File: config.mk
export PLATFORM = sky130hd
export DESIGN_NAME = spd_framer
export DESIGN_NICKNAME = d
export VERILOG_FILES = /design/src/spd_pkg.sv /design/src/spd_fifo.sv /design/src/spd_framer.sv
export SDC_FILE = /design/constraint.sdc
export NUM_CORES = 2
export LEC_CHECK = 0
export BUFFER_PORTS_ARGS = -buffer_cell sky130_fd_sc_hd__buf_2
export CAP_MARGIN = 20
export CORE_ASPECT_RATIO = 1.25
export CORE_MARGIN = 2
export CORE_UTILIZATION = 35
export CTS_BUF_LIST = sky130_fd_sc_hd__clkbuf_8
export CTS_CLUSTER_DIAMETER = 200
export CTS_CLUSTER_SIZE = 40
export DETAILED_ROUTE_END_ITERATION = 16
export PLACE_DENSITY = 0.6
export SLEW_MARGIN = 20
export SYNTH_ARGS = -nofsm -noshare
export SYNTH_HDL_FRONTEND = slang
export SYNTH_SLANG_ARGS = --single-unit
File: constraint.sdc
create_clock -name REF_CLK -period 26.3 [get_ports REF_CLK]
set_input_delay 2.63 -clock REF_CLK [delete_from_list [all_inputs] [get_ports REF_CLK]]
set_output_delay 2.63 -clock REF_CLK [all_outputs]
set_load 0.01 [all_outputs]
File: src/spd_pkg.sv
// Constants, field positions and register map of the scan process data framer
package spd_pkg;
  // ----------------------------------------------------------------
  // Image geometry and character FIFO size
  // ----------------------------------------------------------------
  localparam int IMG_BYTES  = 32;
  localparam int DATA_BYTES = 31;
  localparam int EXTRA_NUM  = 6;
  localparam int FIFO_DEPTH = 32;
  localparam int FIFO_WIDTH = 8;
  // ----------------------------------------------------------------
  // Status byte and output image byte bit positions
  // ----------------------------------------------------------------
  localparam int ST_READY  = 0;
  localparam int ST_GOOD   = 1;
  localparam int ST_NOREAD = 2;
  localparam int ST_OVR    = 3;
  localparam int ST_RSVD   = 4;
  localparam int ST_TRIG   = 5;
  localparam int ST_EXTIN  = 6;
  localparam int ST_TOGGLE = 7;
  localparam int PDO_TRIG  = 0;
  // ----------------------------------------------------------------
  // Register map
  // ----------------------------------------------------------------
  localparam logic [7:0] ADDR_CTRL   = 8'h00;
  localparam logic [7:0] ADDR_EXTRA  = 8'h04;
  localparam logic [7:0] ADDR_MAXLEN = 8'h08;
  localparam logic [7:0] ADDR_STATUS = 8'h0c;
  localparam logic [1:0] RST_SRC     = 2'h0;
  localparam logic [5:0] RST_EXTRA   = 6'h00;
  localparam logic [7:0] RST_MAXLEN  = 8'h00;
  // ----------------------------------------------------------------
  // Trigger source codes
  // ----------------------------------------------------------------
  localparam logic [1:0] SRC_PD   = 2'h0;
  localparam logic [1:0] SRC_EXT  = 2'h1;
  localparam logic [1:0] SRC_AUTO = 2'h2;
  // ----------------------------------------------------------------
  // Timing
  // ----------------------------------------------------------------
  localparam int CLK_MHZ        = 25;
  localparam int AUTO_PERIOD_US = 1000;
  localparam int AUTO_ON_US     = 500;
  localparam int AUTO_PERIOD_CYC = AUTO_PERIOD_US * CLK_MHZ;
  localparam int AUTO_ON_CYC     = AUTO_ON_US * CLK_MHZ;
  // ----------------------------------------------------------------
  // Framer states
  // ----------------------------------------------------------------
  typedef enum logic [3:0] {
    ST_IDLE    = 4'b0001,
    ST_DRAIN   = 4'b0010,
    ST_EXTRAS  = 4'b0100,
    ST_PUBLISH = 4'b1000
  } spd_state_e;
endpackage : spd_pkg

File: src/spd_fifo.sv
// Character FIFO between the decoder and the framer
`timescale 1ns/1ps
module spd_fifo #(
  parameter int WIDTH = 8,
  parameter int DEPTH = 32
) (
  input  wire logic             clk,       // Clock
  input  wire logic             rst,       // Async reset, high
  input  wire logic             in_valid,  // Write request
  input  wire logic [WIDTH-1:0] in_data,   // Write data
  output logic                  in_ready,  // Room available
  output logic                  out_valid, // Read data valid
  output logic      [WIDTH-1:0] out_data,  // Registered read data
  input  wire logic             out_ready  // Consumer takes word
);
  localparam int AW = $clog2(DEPTH);
  localparam int CW = $clog2(DEPTH + 1);
  localparam logic [CW-1:0] FULL_CNT = CW'(DEPTH);

  logic [WIDTH-1:0] mem [DEPTH];
  logic [AW-1:0]    wr_ptr_ff, nxt_wr_ptr, rd_ptr_ff, nxt_rd_ptr;
  logic [CW-1:0]    cnt_ff, nxt_cnt;
  logic             ready_ff, nxt_ready, valid_ff, nxt_valid;
  logic [WIDTH-1:0] data_ff, nxt_data;
  logic             push, load;

  assign in_ready  = ready_ff;
  assign out_valid = valid_ff;
  assign out_data  = data_ff;

  always_comb begin
    push       = in_valid && ready_ff;
    load       = (cnt_ff != '0) && (!valid_ff || out_ready);
    nxt_wr_ptr = push ? AW'(wr_ptr_ff + 1'b1) : wr_ptr_ff;
    nxt_rd_ptr = load ? AW'(rd_ptr_ff + 1'b1) : rd_ptr_ff;
    nxt_cnt    = CW'(cnt_ff + CW'(push) - CW'(load));
    nxt_ready  = nxt_cnt != FULL_CNT;
    nxt_valid  = load ? 1'b1 : (out_ready ? 1'b0 : valid_ff);
    nxt_data   = load ? mem[rd_ptr_ff] : data_ff;
  end

  always_ff @(posedge clk) begin
    if (push) begin
      mem[wr_ptr_ff] <= in_data;
    end
  end

  always_ff @(posedge clk or posedge rst) begin
    if (rst) begin
      wr_ptr_ff <= '0;
      rd_ptr_ff <= '0;
      cnt_ff    <= '0;
      ready_ff  <= 1'b0;
      valid_ff  <= 1'b0;
      data_ff   <= '0;
    end else begin
      wr_ptr_ff <= nxt_wr_ptr;
      rd_ptr_ff <= nxt_rd_ptr;
      cnt_ff    <= nxt_cnt;
      ready_ff  <= nxt_ready;
      valid_ff  <= nxt_valid;
      data_ff   <= nxt_data;
    end
  end
endmodule : spd_fifo

File: src/spd_framer.sv
// Process data image framer: trigger selection, laser enable and input image assembly
`timescale 1ns/1ps
module spd_framer #(
  parameter int AUTO_PERIOD_CYC = spd_pkg::AUTO_PERIOD_CYC,
  parameter int AUTO_ON_CYC     = spd_pkg::AUTO_ON_CYC
) (
  input  wire logic         REF_CLK,     // 25 MHz clock
  input  wire logic         RESET,       // Async reset, high
  input  wire logic [7:0]   PDO_BYTE,    // Output image from master
  input  wire logic         PDO_VALID,   // Output image update strobe
  output logic      [255:0] PDI_IMAGE,   // Input image to master
  input  wire logic         EXT_TRIG,    // External trigger pin
  input  wire logic         DEV_OK,      // Device operational pin
  output logic              LASER_ON,    // Laser emitter enable
  input  wire logic         DEC_VALID,   // Decoder character valid
  input  wire logic [7:0]   DEC_CHAR,    // Decoder character
  output logic              DEC_READY,   // Character FIFO has room
  input  wire logic         DEC_DONE,    // Read cycle finished pulse
  input  wire logic         DEC_GOOD,    // Read cycle succeeded
  input  wire logic [7:0]   DEC_LEN,     // Characters pushed this cycle
  input  wire logic [47:0]  DEC_EXTRA,   // Six extra item bytes, item 0 low
  input  wire logic [7:0]   REG_ADDR,    // Register byte address
  input  wire logic [31:0]  REG_WDATA,   // Register write data
  input  wire logic         REG_WR,      // Register write strobe
  input  wire logic         REG_RD,      // Register read strobe
  output logic      [31:0]  REG_RDATA    // Register read data
);
  localparam int CNT_W = $clog2(AUTO_PERIOD_CYC + 1);
  localparam logic [CNT_W-1:0] PERIOD_LAST = CNT_W'(AUTO_PERIOD_CYC - 1);
  localparam logic [CNT_W-1:0] ON_CYC      = CNT_W'(AUTO_ON_CYC);
  localparam logic [7:0] DATA_MAX  = 8'(spd_pkg::DATA_BYTES);
  localparam logic [2:0] EXTRA_LST = 3'(spd_pkg::EXTRA_NUM - 1);
  localparam int DW = spd_pkg::DATA_BYTES * 8;
  // ----------------------------------------------------------------
  // Input synchronisers and master trigger
  // ----------------------------------------------------------------
  logic [1:0] sync1_ff, sync2_ff;
  logic       pd_trig_ff, nxt_pd_trig;

  always_comb begin
    nxt_pd_trig = PDO_VALID ? PDO_BYTE[spd_pkg::PDO_TRIG] : pd_trig_ff;
  end

  always_ff @(posedge REF_CLK or posedge RESET) begin
    if (RESET) begin
      sync1_ff   <= 2'h0;
      sync2_ff   <= 2'h0;
      pd_trig_ff <= 1'b0;
    end else begin
      sync1_ff   <= {DEV_OK, EXT_TRIG};
      sync2_ff   <= sync1_ff;
      pd_trig_ff <= nxt_pd_trig;
    end
  end
  // ----------------------------------------------------------------
  // Register file
  // ----------------------------------------------------------------
  logic [1:0]  src_ff, nxt_src;
  logic [5:0]  xmask_ff, nxt_xmask;
  logic [7:0]  maxlen_ff, nxt_maxlen;
  logic [31:0] rdata_ff, nxt_rdata;
  logic [7:0]  stat_ff, nxt_stat;
  spd_pkg::spd_state_e state_ff, nxt_state;

  always_comb begin
    nxt_src    = src_ff;
    nxt_xmask  = xmask_ff;
    nxt_maxlen = maxlen_ff;
    nxt_rdata  = 32'h0;
    if (REG_WR) begin
      unique case (REG_ADDR)
        spd_pkg::ADDR_CTRL:   nxt_src    = REG_WDATA[1:0];
        spd_pkg::ADDR_EXTRA:  nxt_xmask  = REG_WDATA[5:0];
        spd_pkg::ADDR_MAXLEN: nxt_maxlen = REG_WDATA[7:0];
        default:              nxt_src    = src_ff;
      endcase
    end
    if (REG_RD) begin
      unique case (REG_ADDR)
        spd_pkg::ADDR_CTRL:   nxt_rdata = {30'h0, src_ff};
        spd_pkg::ADDR_EXTRA:  nxt_rdata = {26'h0, xmask_ff};
        spd_pkg::ADDR_MAXLEN: nxt_rdata = {24'h0, maxlen_ff};
        spd_pkg::ADDR_STATUS: nxt_rdata = {23'h0, state_ff != spd_pkg::ST_IDLE, stat_ff};
        default:              nxt_rdata = 32'h0;
      endcase
    end
  end

  always_ff @(posedge REF_CLK or posedge RESET) begin
    if (RESET) begin
      src_ff    <= spd_pkg::RST_SRC;
      xmask_ff  <= spd_pkg::RST_EXTRA;
      maxlen_ff <= spd_pkg::RST_MAXLEN;
      rdata_ff  <= 32'h0;
    end else begin
      src_ff    <= nxt_src;
      xmask_ff  <= nxt_xmask;
      maxlen_ff <= nxt_maxlen;
      rdata_ff  <= nxt_rdata;
    end
  end

  assign REG_RDATA = rdata_ff;
  // ----------------------------------------------------------------
  // Trigger selection, auto cycling and laser
  // ----------------------------------------------------------------
  logic [CNT_W-1:0] auto_cnt_ff, nxt_auto_cnt;
  logic             laser_ff, nxt_laser;

  always_comb begin
    nxt_auto_cnt = (auto_cnt_ff == PERIOD_LAST) ? '0 : CNT_W'(auto_cnt_ff + 1'b1);
    unique case (src_ff)
      spd_pkg::SRC_PD:   nxt_laser = pd_trig_ff;
      spd_pkg::SRC_EXT:  nxt_laser = sync2_ff[0];
      spd_pkg::SRC_AUTO: nxt_laser = auto_cnt_ff < ON_CYC;
      default:           nxt_laser = 1'b0;
    endcase
  end

  always_ff @(posedge REF_CLK or posedge RESET) begin
    if (RESET) begin
      auto_cnt_ff <= '0;
      laser_ff    <= 1'b0;
    end else begin
      auto_cnt_ff <= nxt_auto_cnt;
      laser_ff    <= nxt_laser;
    end
  end

  assign LASER_ON = laser_ff;
  // ----------------------------------------------------------------
  // Character FIFO
  // ----------------------------------------------------------------
  logic       fifo_valid, fifo_take;
  logic [7:0] fifo_char;

  spd_fifo #(
    .WIDTH (spd_pkg::FIFO_WIDTH),
    .DEPTH (spd_pkg::FIFO_DEPTH)
  ) u_fifo (
    .clk       (REF_CLK),
    .rst       (RESET),
    .in_valid  (DEC_VALID),
    .in_data   (DEC_CHAR),
    .in_ready  (DEC_READY),
    .out_valid (fifo_valid),
    .out_data  (fifo_char),
    .out_ready (fifo_take)
  );
  // ----------------------------------------------------------------
  // Result framing
  // ----------------------------------------------------------------
  logic          pend_ff, nxt_pend, cgood_ff, nxt_cgood, wgood_ff, nxt_wgood;
  logic [7:0]    clen_ff, nxt_clen, rem_ff, nxt_rem, chars_ff, nxt_chars, pos_ff, nxt_pos;
  logic [47:0]   cext_ff, nxt_cext, wext_ff, nxt_wext;
  logic [2:0]    idx_ff, nxt_idx;
  logic          ovr_ff, nxt_ovr;
  logic [DW-1:0] build_ff, nxt_build, data_ff, nxt_data;
  logic          put_en;
  logic [7:0]    put_byte;

  always_comb begin
    nxt_state = state_ff;
    nxt_pend  = DEC_DONE | pend_ff;
    nxt_cgood = DEC_DONE ? DEC_GOOD : cgood_ff;
    nxt_clen  = DEC_DONE ? DEC_LEN : clen_ff;
    nxt_cext  = DEC_DONE ? DEC_EXTRA : cext_ff;
    nxt_wgood = wgood_ff;
    nxt_wext  = wext_ff;
    nxt_rem   = rem_ff;
    nxt_chars = chars_ff;
    nxt_pos   = pos_ff;
    nxt_idx   = idx_ff;
    nxt_ovr   = ovr_ff;
    nxt_build = build_ff;
    nxt_data  = data_ff;
    fifo_take = 1'b0;
    put_en    = 1'b0;
    put_byte  = 8'h0;
    unique case (state_ff)
      spd_pkg::ST_IDLE: begin
        if (pend_ff) begin
          nxt_pend  = DEC_DONE;
          nxt_wgood = cgood_ff;
          nxt_wext  = cext_ff;
          nxt_rem   = clen_ff;
          nxt_chars = 8'h0;
          nxt_pos   = 8'h0;
          nxt_ovr   = 1'b0;
          nxt_build = '0;
          nxt_state = spd_pkg::ST_DRAIN;
        end
      end
      spd_pkg::ST_DRAIN: begin
        if (rem_ff == 8'h0) begin
          nxt_idx   = 3'h0;
          nxt_state = spd_pkg::ST_EXTRAS;
        end else begin
          fifo_take = 1'b1;
          if (fifo_valid) begin
            nxt_rem = 8'(rem_ff - 1'b1);
            if ((maxlen_ff == 8'h0) || (chars_ff < maxlen_ff)) begin
              put_en    = 1'b1;
              put_byte  = fifo_char;
              nxt_chars = 8'(chars_ff + 1'b1);
            end
          end
        end
      end
      spd_pkg::ST_EXTRAS: begin
        put_en   = xmask_ff[idx_ff];
        put_byte = wext_ff[idx_ff*8 +: 8];
        nxt_idx  = 3'(idx_ff + 1'b1);
        if (idx_ff == EXTRA_LST) begin
          nxt_state = spd_pkg::ST_PUBLISH;
        end
      end
      spd_pkg::ST_PUBLISH: begin
        nxt_data  = build_ff;
        nxt_state = spd_pkg::ST_IDLE;
      end
      default: nxt_state = spd_pkg::ST_IDLE;
    endcase
    if (put_en) begin
      if (pos_ff < DATA_MAX) begin
        nxt_build[pos_ff*8 +: 8] = put_byte;
        nxt_pos = 8'(pos_ff + 1'b1);
      end else begin
        nxt_ovr = 1'b1;
      end
    end
  end
  // ----------------------------------------------------------------
  // Status byte
  // ----------------------------------------------------------------
  always_comb begin
    nxt_stat                    = stat_ff;
    nxt_stat[spd_pkg::ST_READY] = sync2_ff[1];
    nxt_stat[spd_pkg::ST_RSVD]  = 1'b0;
    nxt_stat[spd_pkg::ST_TRIG]  = nxt_laser;
    nxt_stat[spd_pkg::ST_EXTIN] = sync2_ff[0];
    if (state_ff == spd_pkg::ST_PUBLISH) begin
      nxt_stat[spd_pkg::ST_GOOD]   = wgood_ff;
      nxt_stat[spd_pkg::ST_NOREAD] = !wgood_ff;
      nxt_stat[spd_pkg::ST_OVR]    = ovr_ff;
      nxt_stat[spd_pkg::ST_TOGGLE] = !stat_ff[spd_pkg::ST_TOGGLE];
    end
  end

  always_ff @(posedge REF_CLK or posedge RESET) begin
    if (RESET) begin
      state_ff <= spd_pkg::ST_IDLE;
      pend_ff  <= 1'b0;
      cgood_ff <= 1'b0;
      wgood_ff <= 1'b0;
      clen_ff  <= 8'h0;
      rem_ff   <= 8'h0;
      chars_ff <= 8'h0;
      pos_ff   <= 8'h0;
      cext_ff  <= 48'h0;
      wext_ff  <= 48'h0;
      idx_ff   <= 3'h0;
      ovr_ff   <= 1'b0;
      build_ff <= '0;
      data_ff  <= '0;
      stat_ff  <= 8'h0;
    end else begin
      state_ff <= nxt_state;
      pend_ff  <= nxt_pend;
      cgood_ff <= nxt_cgood;
      wgood_ff <= nxt_wgood;
      clen_ff  <= nxt_clen;
      rem_ff   <= nxt_rem;
      chars_ff <= nxt_chars;
      pos_ff   <= nxt_pos;
      cext_ff  <= nxt_cext;
      wext_ff  <= nxt_wext;
      idx_ff   <= nxt_idx;
      ovr_ff   <= nxt_ovr;
      build_ff <= nxt_build;
      data_ff  <= nxt_data;
      stat_ff  <= nxt_stat;
    end
  end

  assign PDI_IMAGE = {data_ff, stat_ff};
endmodule : spd_framer

==> summary.json <==
{
  "status": {"value": "completed"},
  "library_cells_used_by_synthesis": {"value": 67},
  "port_buffers": {"value": 356},
  "slew_viol_final": {"value": 0},
  "first_pass_grt_wire_length": {"value": 145000, "unit": "um"},
  "htree_levels": {"value": 1},
  "final_critical_path_setup_slack": {"value": 21270, "unit": "ps"},
  "io-pin-count": {"value": 412},
  "detail_route.first_pass.iterations": {"value": 7},
  "maximum_number_of_pins_on_one_net_before_global_route_repair": {"value": 125},
  "synthesis.instances": {"value": 2766},
  "post_place_cell_area": {"value": 0.0427, "unit": "mm^2"},
  "effective_utilization_at_floorplan": {"value": 0.351},
  "final-hold-violation-count": {"value": 0},
  "post-place-cells": {"value": 4452},
  "cts_max_path_buffers": {"value": 3},
  "grt_antenna_before_repair": {"value": 16},
  "final_core_utilization": {"value": 0.383},
  "gp_congestion": {"value": 0.770},
  "timing.critical_path.fanout_max": {"value": 124},
  "tritoncts.num_buffers": {"value": 28},
  "area_delta_synth_final": {"value": 9.09, "unit": "%"},
  "synth.avg_cell_area": {"value": 14.3, "unit": "um^2"},
  "postCtsSetupBuffers": {"value": 0},
  "synth_common_cells": {"value": "sky130_fd_sc_hd__dfrtp_1 (712), sky130_fd_sc_hd__nand2_1 (442), sky130_fd_sc_hd__mux2_2 (335)"},
  "cellLeakagePower": {"value": 20.3, "unit": "nW"},
  "synth.ff_latch_count": {"value": 969},
  "drt_drc_violations_left": {"value": 0},
  "postRouteAntennaNets": {"value": 0},
  "synth.largest_area_cell": {"value": "sky130_fd_sc_hd__dfrtp_1"},
  "f_max": {"value": 199, "unit": "MHz"},
  "cell_at_the_root_of_the_clock_tree": {"value": "sky130_fd_sc_hd__clkbuf_8"},
  "cp_data_arrival_time": {"value": 5900, "unit": "ps"},
  "die_height": {"value": 380, "unit": "um"},
  "grt_setup_unrepaired": {"value": "false"},
  "ctsResizeCount": {"value": 0},
  "finalClockSkew": {"value": 78.2, "unit": "ps"},
  "synth-edff-count": {"value": 256},
  "setup_viol_count_final": {"value": 0},
  "dp_worst_setup_slack": {"value": 19950, "unit": "ps"},
  "synth_warnings": {"value": 0},
  "detailedRoute.firstIterationViolations": {"value": 1360},
  "row_count": {"value": 138},
  "coreArea": {"value": 0.113, "unit": "mm^2"},
  "biggest_area_contributors_in_the_synthesized_netlist": {"value": "sky130_fd_sc_hd__dfrtp_1 (45%), sky130_fd_sc_hd__edfxtp_1 (19%), sky130_fd_sc_hd__mux2_2 (9.5%)"},
  "clock_latency": {"value": 810, "unit": "ps"},
  "most_repeated_cell_in_the_gate_level_netlist_after_synthesis": {"value": "sky130_fd_sc_hd__dfrtp_1"},
  "final_net_count": {"value": 3166},
  "mappedNetlistArea": {"value": 0.0396, "unit": "mm^2"},
  "avgViaCountPerCell": {"value": 4.90},
  "most_frequently_used_flop_master_after_synthesis": {"value": "sky130_fd_sc_hd__dfrtp_1"},
  "final_cell_count_no_fill": {"value": 4498},
  "global_route.usage.total": {"value": 0.161},
  "drt_wl_total": {"value": 94600, "unit": "um"},
  "fp.dieArea": {"value": 0.116, "unit": "mm^2"},
  "cts.clk_slew.worst_paths": {"value": 220, "unit": "ps"},
  "max_transition_margin": {"value": 0.273},
  "cp-start-kind": {"value": "primary input"},
  "vdd_drop_max": {"value": 68.9, "unit": "uV"},
  "tritoncts": {"value": "done"},
  "max_cap_viol_count": {"value": 0},
  "async_set_or_reset_register_ratio_after_synthesis": {"value": 0.736},
  "timing.final.crit_share": {"value": 0.191},
  "worstSetupEndpointType": {"value": "async pin"},
  "num-fill-cells": {"value": 10800},
  "min-delay-path-class": {"value": "flip-flop to flip-flop"},
  "kind_of_critical_path": {"value": "primary input to async pin"},
  "cp_data_required_time": {"value": 27170, "unit": "ps"},
  "cts.sinks": {"value": 969},
  "post-route-cell-area": {"value": 0.0432, "unit": "mm^2"},
  "total_half_perimeter_wirelength_after_legalization_and_detailed_placement": {"value": 63800, "unit": "um"},
  "sequential_share_of_the_synthesized_area": {"value": 0.645},
  "floorplan.die.width": {"value": 305, "unit": "um"},
  "worst-slew-pin-transition": {"value": 1090, "unit": "ps"},
  "via_count": {"value": 22000},
  "final.setup.tns": {"value": 0, "unit": "ps"},
  "globalRoute.totalOverflow": {"value": 0},
  "number_of_global_route_vias_before_repair": {"value": 22400},
  "fin_crit": {"value": 5030, "unit": "ps"},
  "power_density": {"value": 70.4, "unit": "mW/mm^2"},
  "wire_per_inst": {"value": 21.0, "unit": "um"},
  "drive_gt1_frac": {"value": 0.292},
  "synth_top_cell_area_share": {"value": 0.450},
  "hold_bufs_at_cts": {"value": 0}
}
==> cell usage in the layout, fill, tap and decap left out, types with 6 or more instances in the layout <==
| cell type | count |
|---|---|
| sky130_fd_sc_hd__a22oi_1 | 7 |
| sky130_fd_sc_hd__buf_4 | 32 |
| sky130_fd_sc_hd__nand4_1 | 16 |
| sky130_fd_sc_hd__o22ai_1 | 8 |
| sky130_fd_sc_hd__inv_1 | 40 |
| sky130_fd_sc_hd__nand3_1 | 17 |
| sky130_fd_sc_hd__nor2_1 | 97 |
| sky130_fd_sc_hd__xnor2_1 | 17 |
| sky130_fd_sc_hd__and2_1 | 7 |
| sky130_fd_sc_hd__ha_1 | 29 |
| sky130_fd_sc_hd__mux4_2 | 82 |
| sky130_fd_sc_hd__mux2i_1 | 281 |
| sky130_fd_sc_hd__o21ai_0 | 25 |
| sky130_fd_sc_hd__dfrtp_1 | 709 |
| sky130_fd_sc_hd__a31oi_1 | 7 |
| sky130_fd_sc_hd__mux2_2 | 335 |
| sky130_fd_sc_hd__edfxtp_1 | 256 |
| sky130_fd_sc_hd__xor2_1 | 16 |
| sky130_fd_sc_hd__and3_1 | 8 |
| sky130_fd_sc_hd__nand2b_1 | 6 |
| sky130_fd_sc_hd__clkbuf_8 | 29 |
| sky130_fd_sc_hd__buf_2 | 356 |
| sky130_fd_sc_hd__nand2_1 | 441 |
| sky130_fd_sc_hd__a21oi_1 | 39 |
| sky130_fd_sc_hd__a22oi_2 | 8 |
| sky130_fd_sc_hd__nor2b_1 | 7 |
| sky130_fd_sc_hd__conb_1 | 24 |
| sky130_fd_sc_hd__nor3_1 | 11 |
| sky130_fd_sc_hd__nand3b_1 | 26 |
| sky130_fd_sc_hd__nor3_4 | 9 |
==> critical path, cell delays in order <==
cell                    delay, ps
sky130_fd_sc_hd__buf_2        130
sky130_fd_sc_hd__inv_8        560
sky130_fd_sc_hd__buf_4        720
sky130_fd_sc_hd__buf_4        860
sky130_fd_sc_hd__buf_4        770
==> path summary, 6_finish.rpt <==
| kind | from | to | cells past startpoint | slack, ps |
|---|---|---|---|---|
| max in group REF_CLK | state_ff[1] | data_ff[31] | 6 | 21500 |
| min in group asynchronous | RESET | data_ff[181] | 2 | 1960 |
| hold reg to reg | sync1_ff[0] | sync2_ff[0] | 0 | 380 |
| hold / removal | sync1_ff[0] | sync2_ff[0] | 0 | 380 |
| setup / recovery | RESET | build_ff[33] | 5 | 21270 |
| setup reg to reg | state_ff[1] | data_ff[31] | 6 | 21500 |
==> state kept, by name, summed over array words and instances, names as in the netlist, 7 cells and up <==
name	cells
REG_RDATA	9
u_fifo.out_data	8
cext_ff	48
stat_ff	7
auto_cnt_ff	15
wext_ff	48
u_fifo.mem	256
chars_ff	8
maxlen_ff	8
clen_ff	8
pos_ff	8
build_ff	248
data_ff	248
rem_ff	8
==> stage by stage <==
stage	power (mW)	hold WS, ps
after detailed placement	2.55	336
after floorplan	2.31	331
final	3.04	380
after CTS	3.09	383
after global placement	2.54	335
after global routing	3.21	395
==> area by class of cell <==
class | instances | area [um^2] | area share
Antenna cell | 4 | 10.0 | 0.000232
Clock buffer | 29 | 399 | 0.00924
Clock inverter | 11 | 67.6 | 0.00156
Inverter | 31 | 124 | 0.00287
Multi-Input combinational cell | 1593 | 13200 | 0.305
Sequential cell | 969 | 25500 | 0.591
Tap cell | 1470 | 1840 | 0.0426
Timing Repair Buffer | 391 | 2060 | 0.0476
==> power breakdown <==
group | switching, mW | internal [mW] | leakage [nW]
Combinational | 0.463 | 0.283 | 8.08
Clock | 0.430 | 0.104 | 0.273
Sequential | 0.110 | 1.65 | 11.9
==> kinds of logic (layout without fill, tap and decap cells) <==
family	count (synthesis)	in the layout	share of synthesized area
other	1	28	0.0000947
muxes	698	698	0.213
adders and majority gates	30	30	0.00967
AOI/OAI and AO/OA	123	123	0.0201
xor gates and xnor gates	33	33	0.00730
DFF	969	969	0.645
buffers and inverters	227	462	0.0267
and+or+nand+nor	685	685	0.0786
==> per-layer routing <==
metal / vias to the layer above / wire [um] / track usage
met3: 74 / 3860 / 0.0215
met5: - / 87 / 0
li1: 10200 / - / -
met1: 11400 / 42200 / 0.221
met4: 14 / 1740 / 0.0327
met2: 413 / 46700 / 0.275
Note: power is estimated with default switching activity, not from simulation.
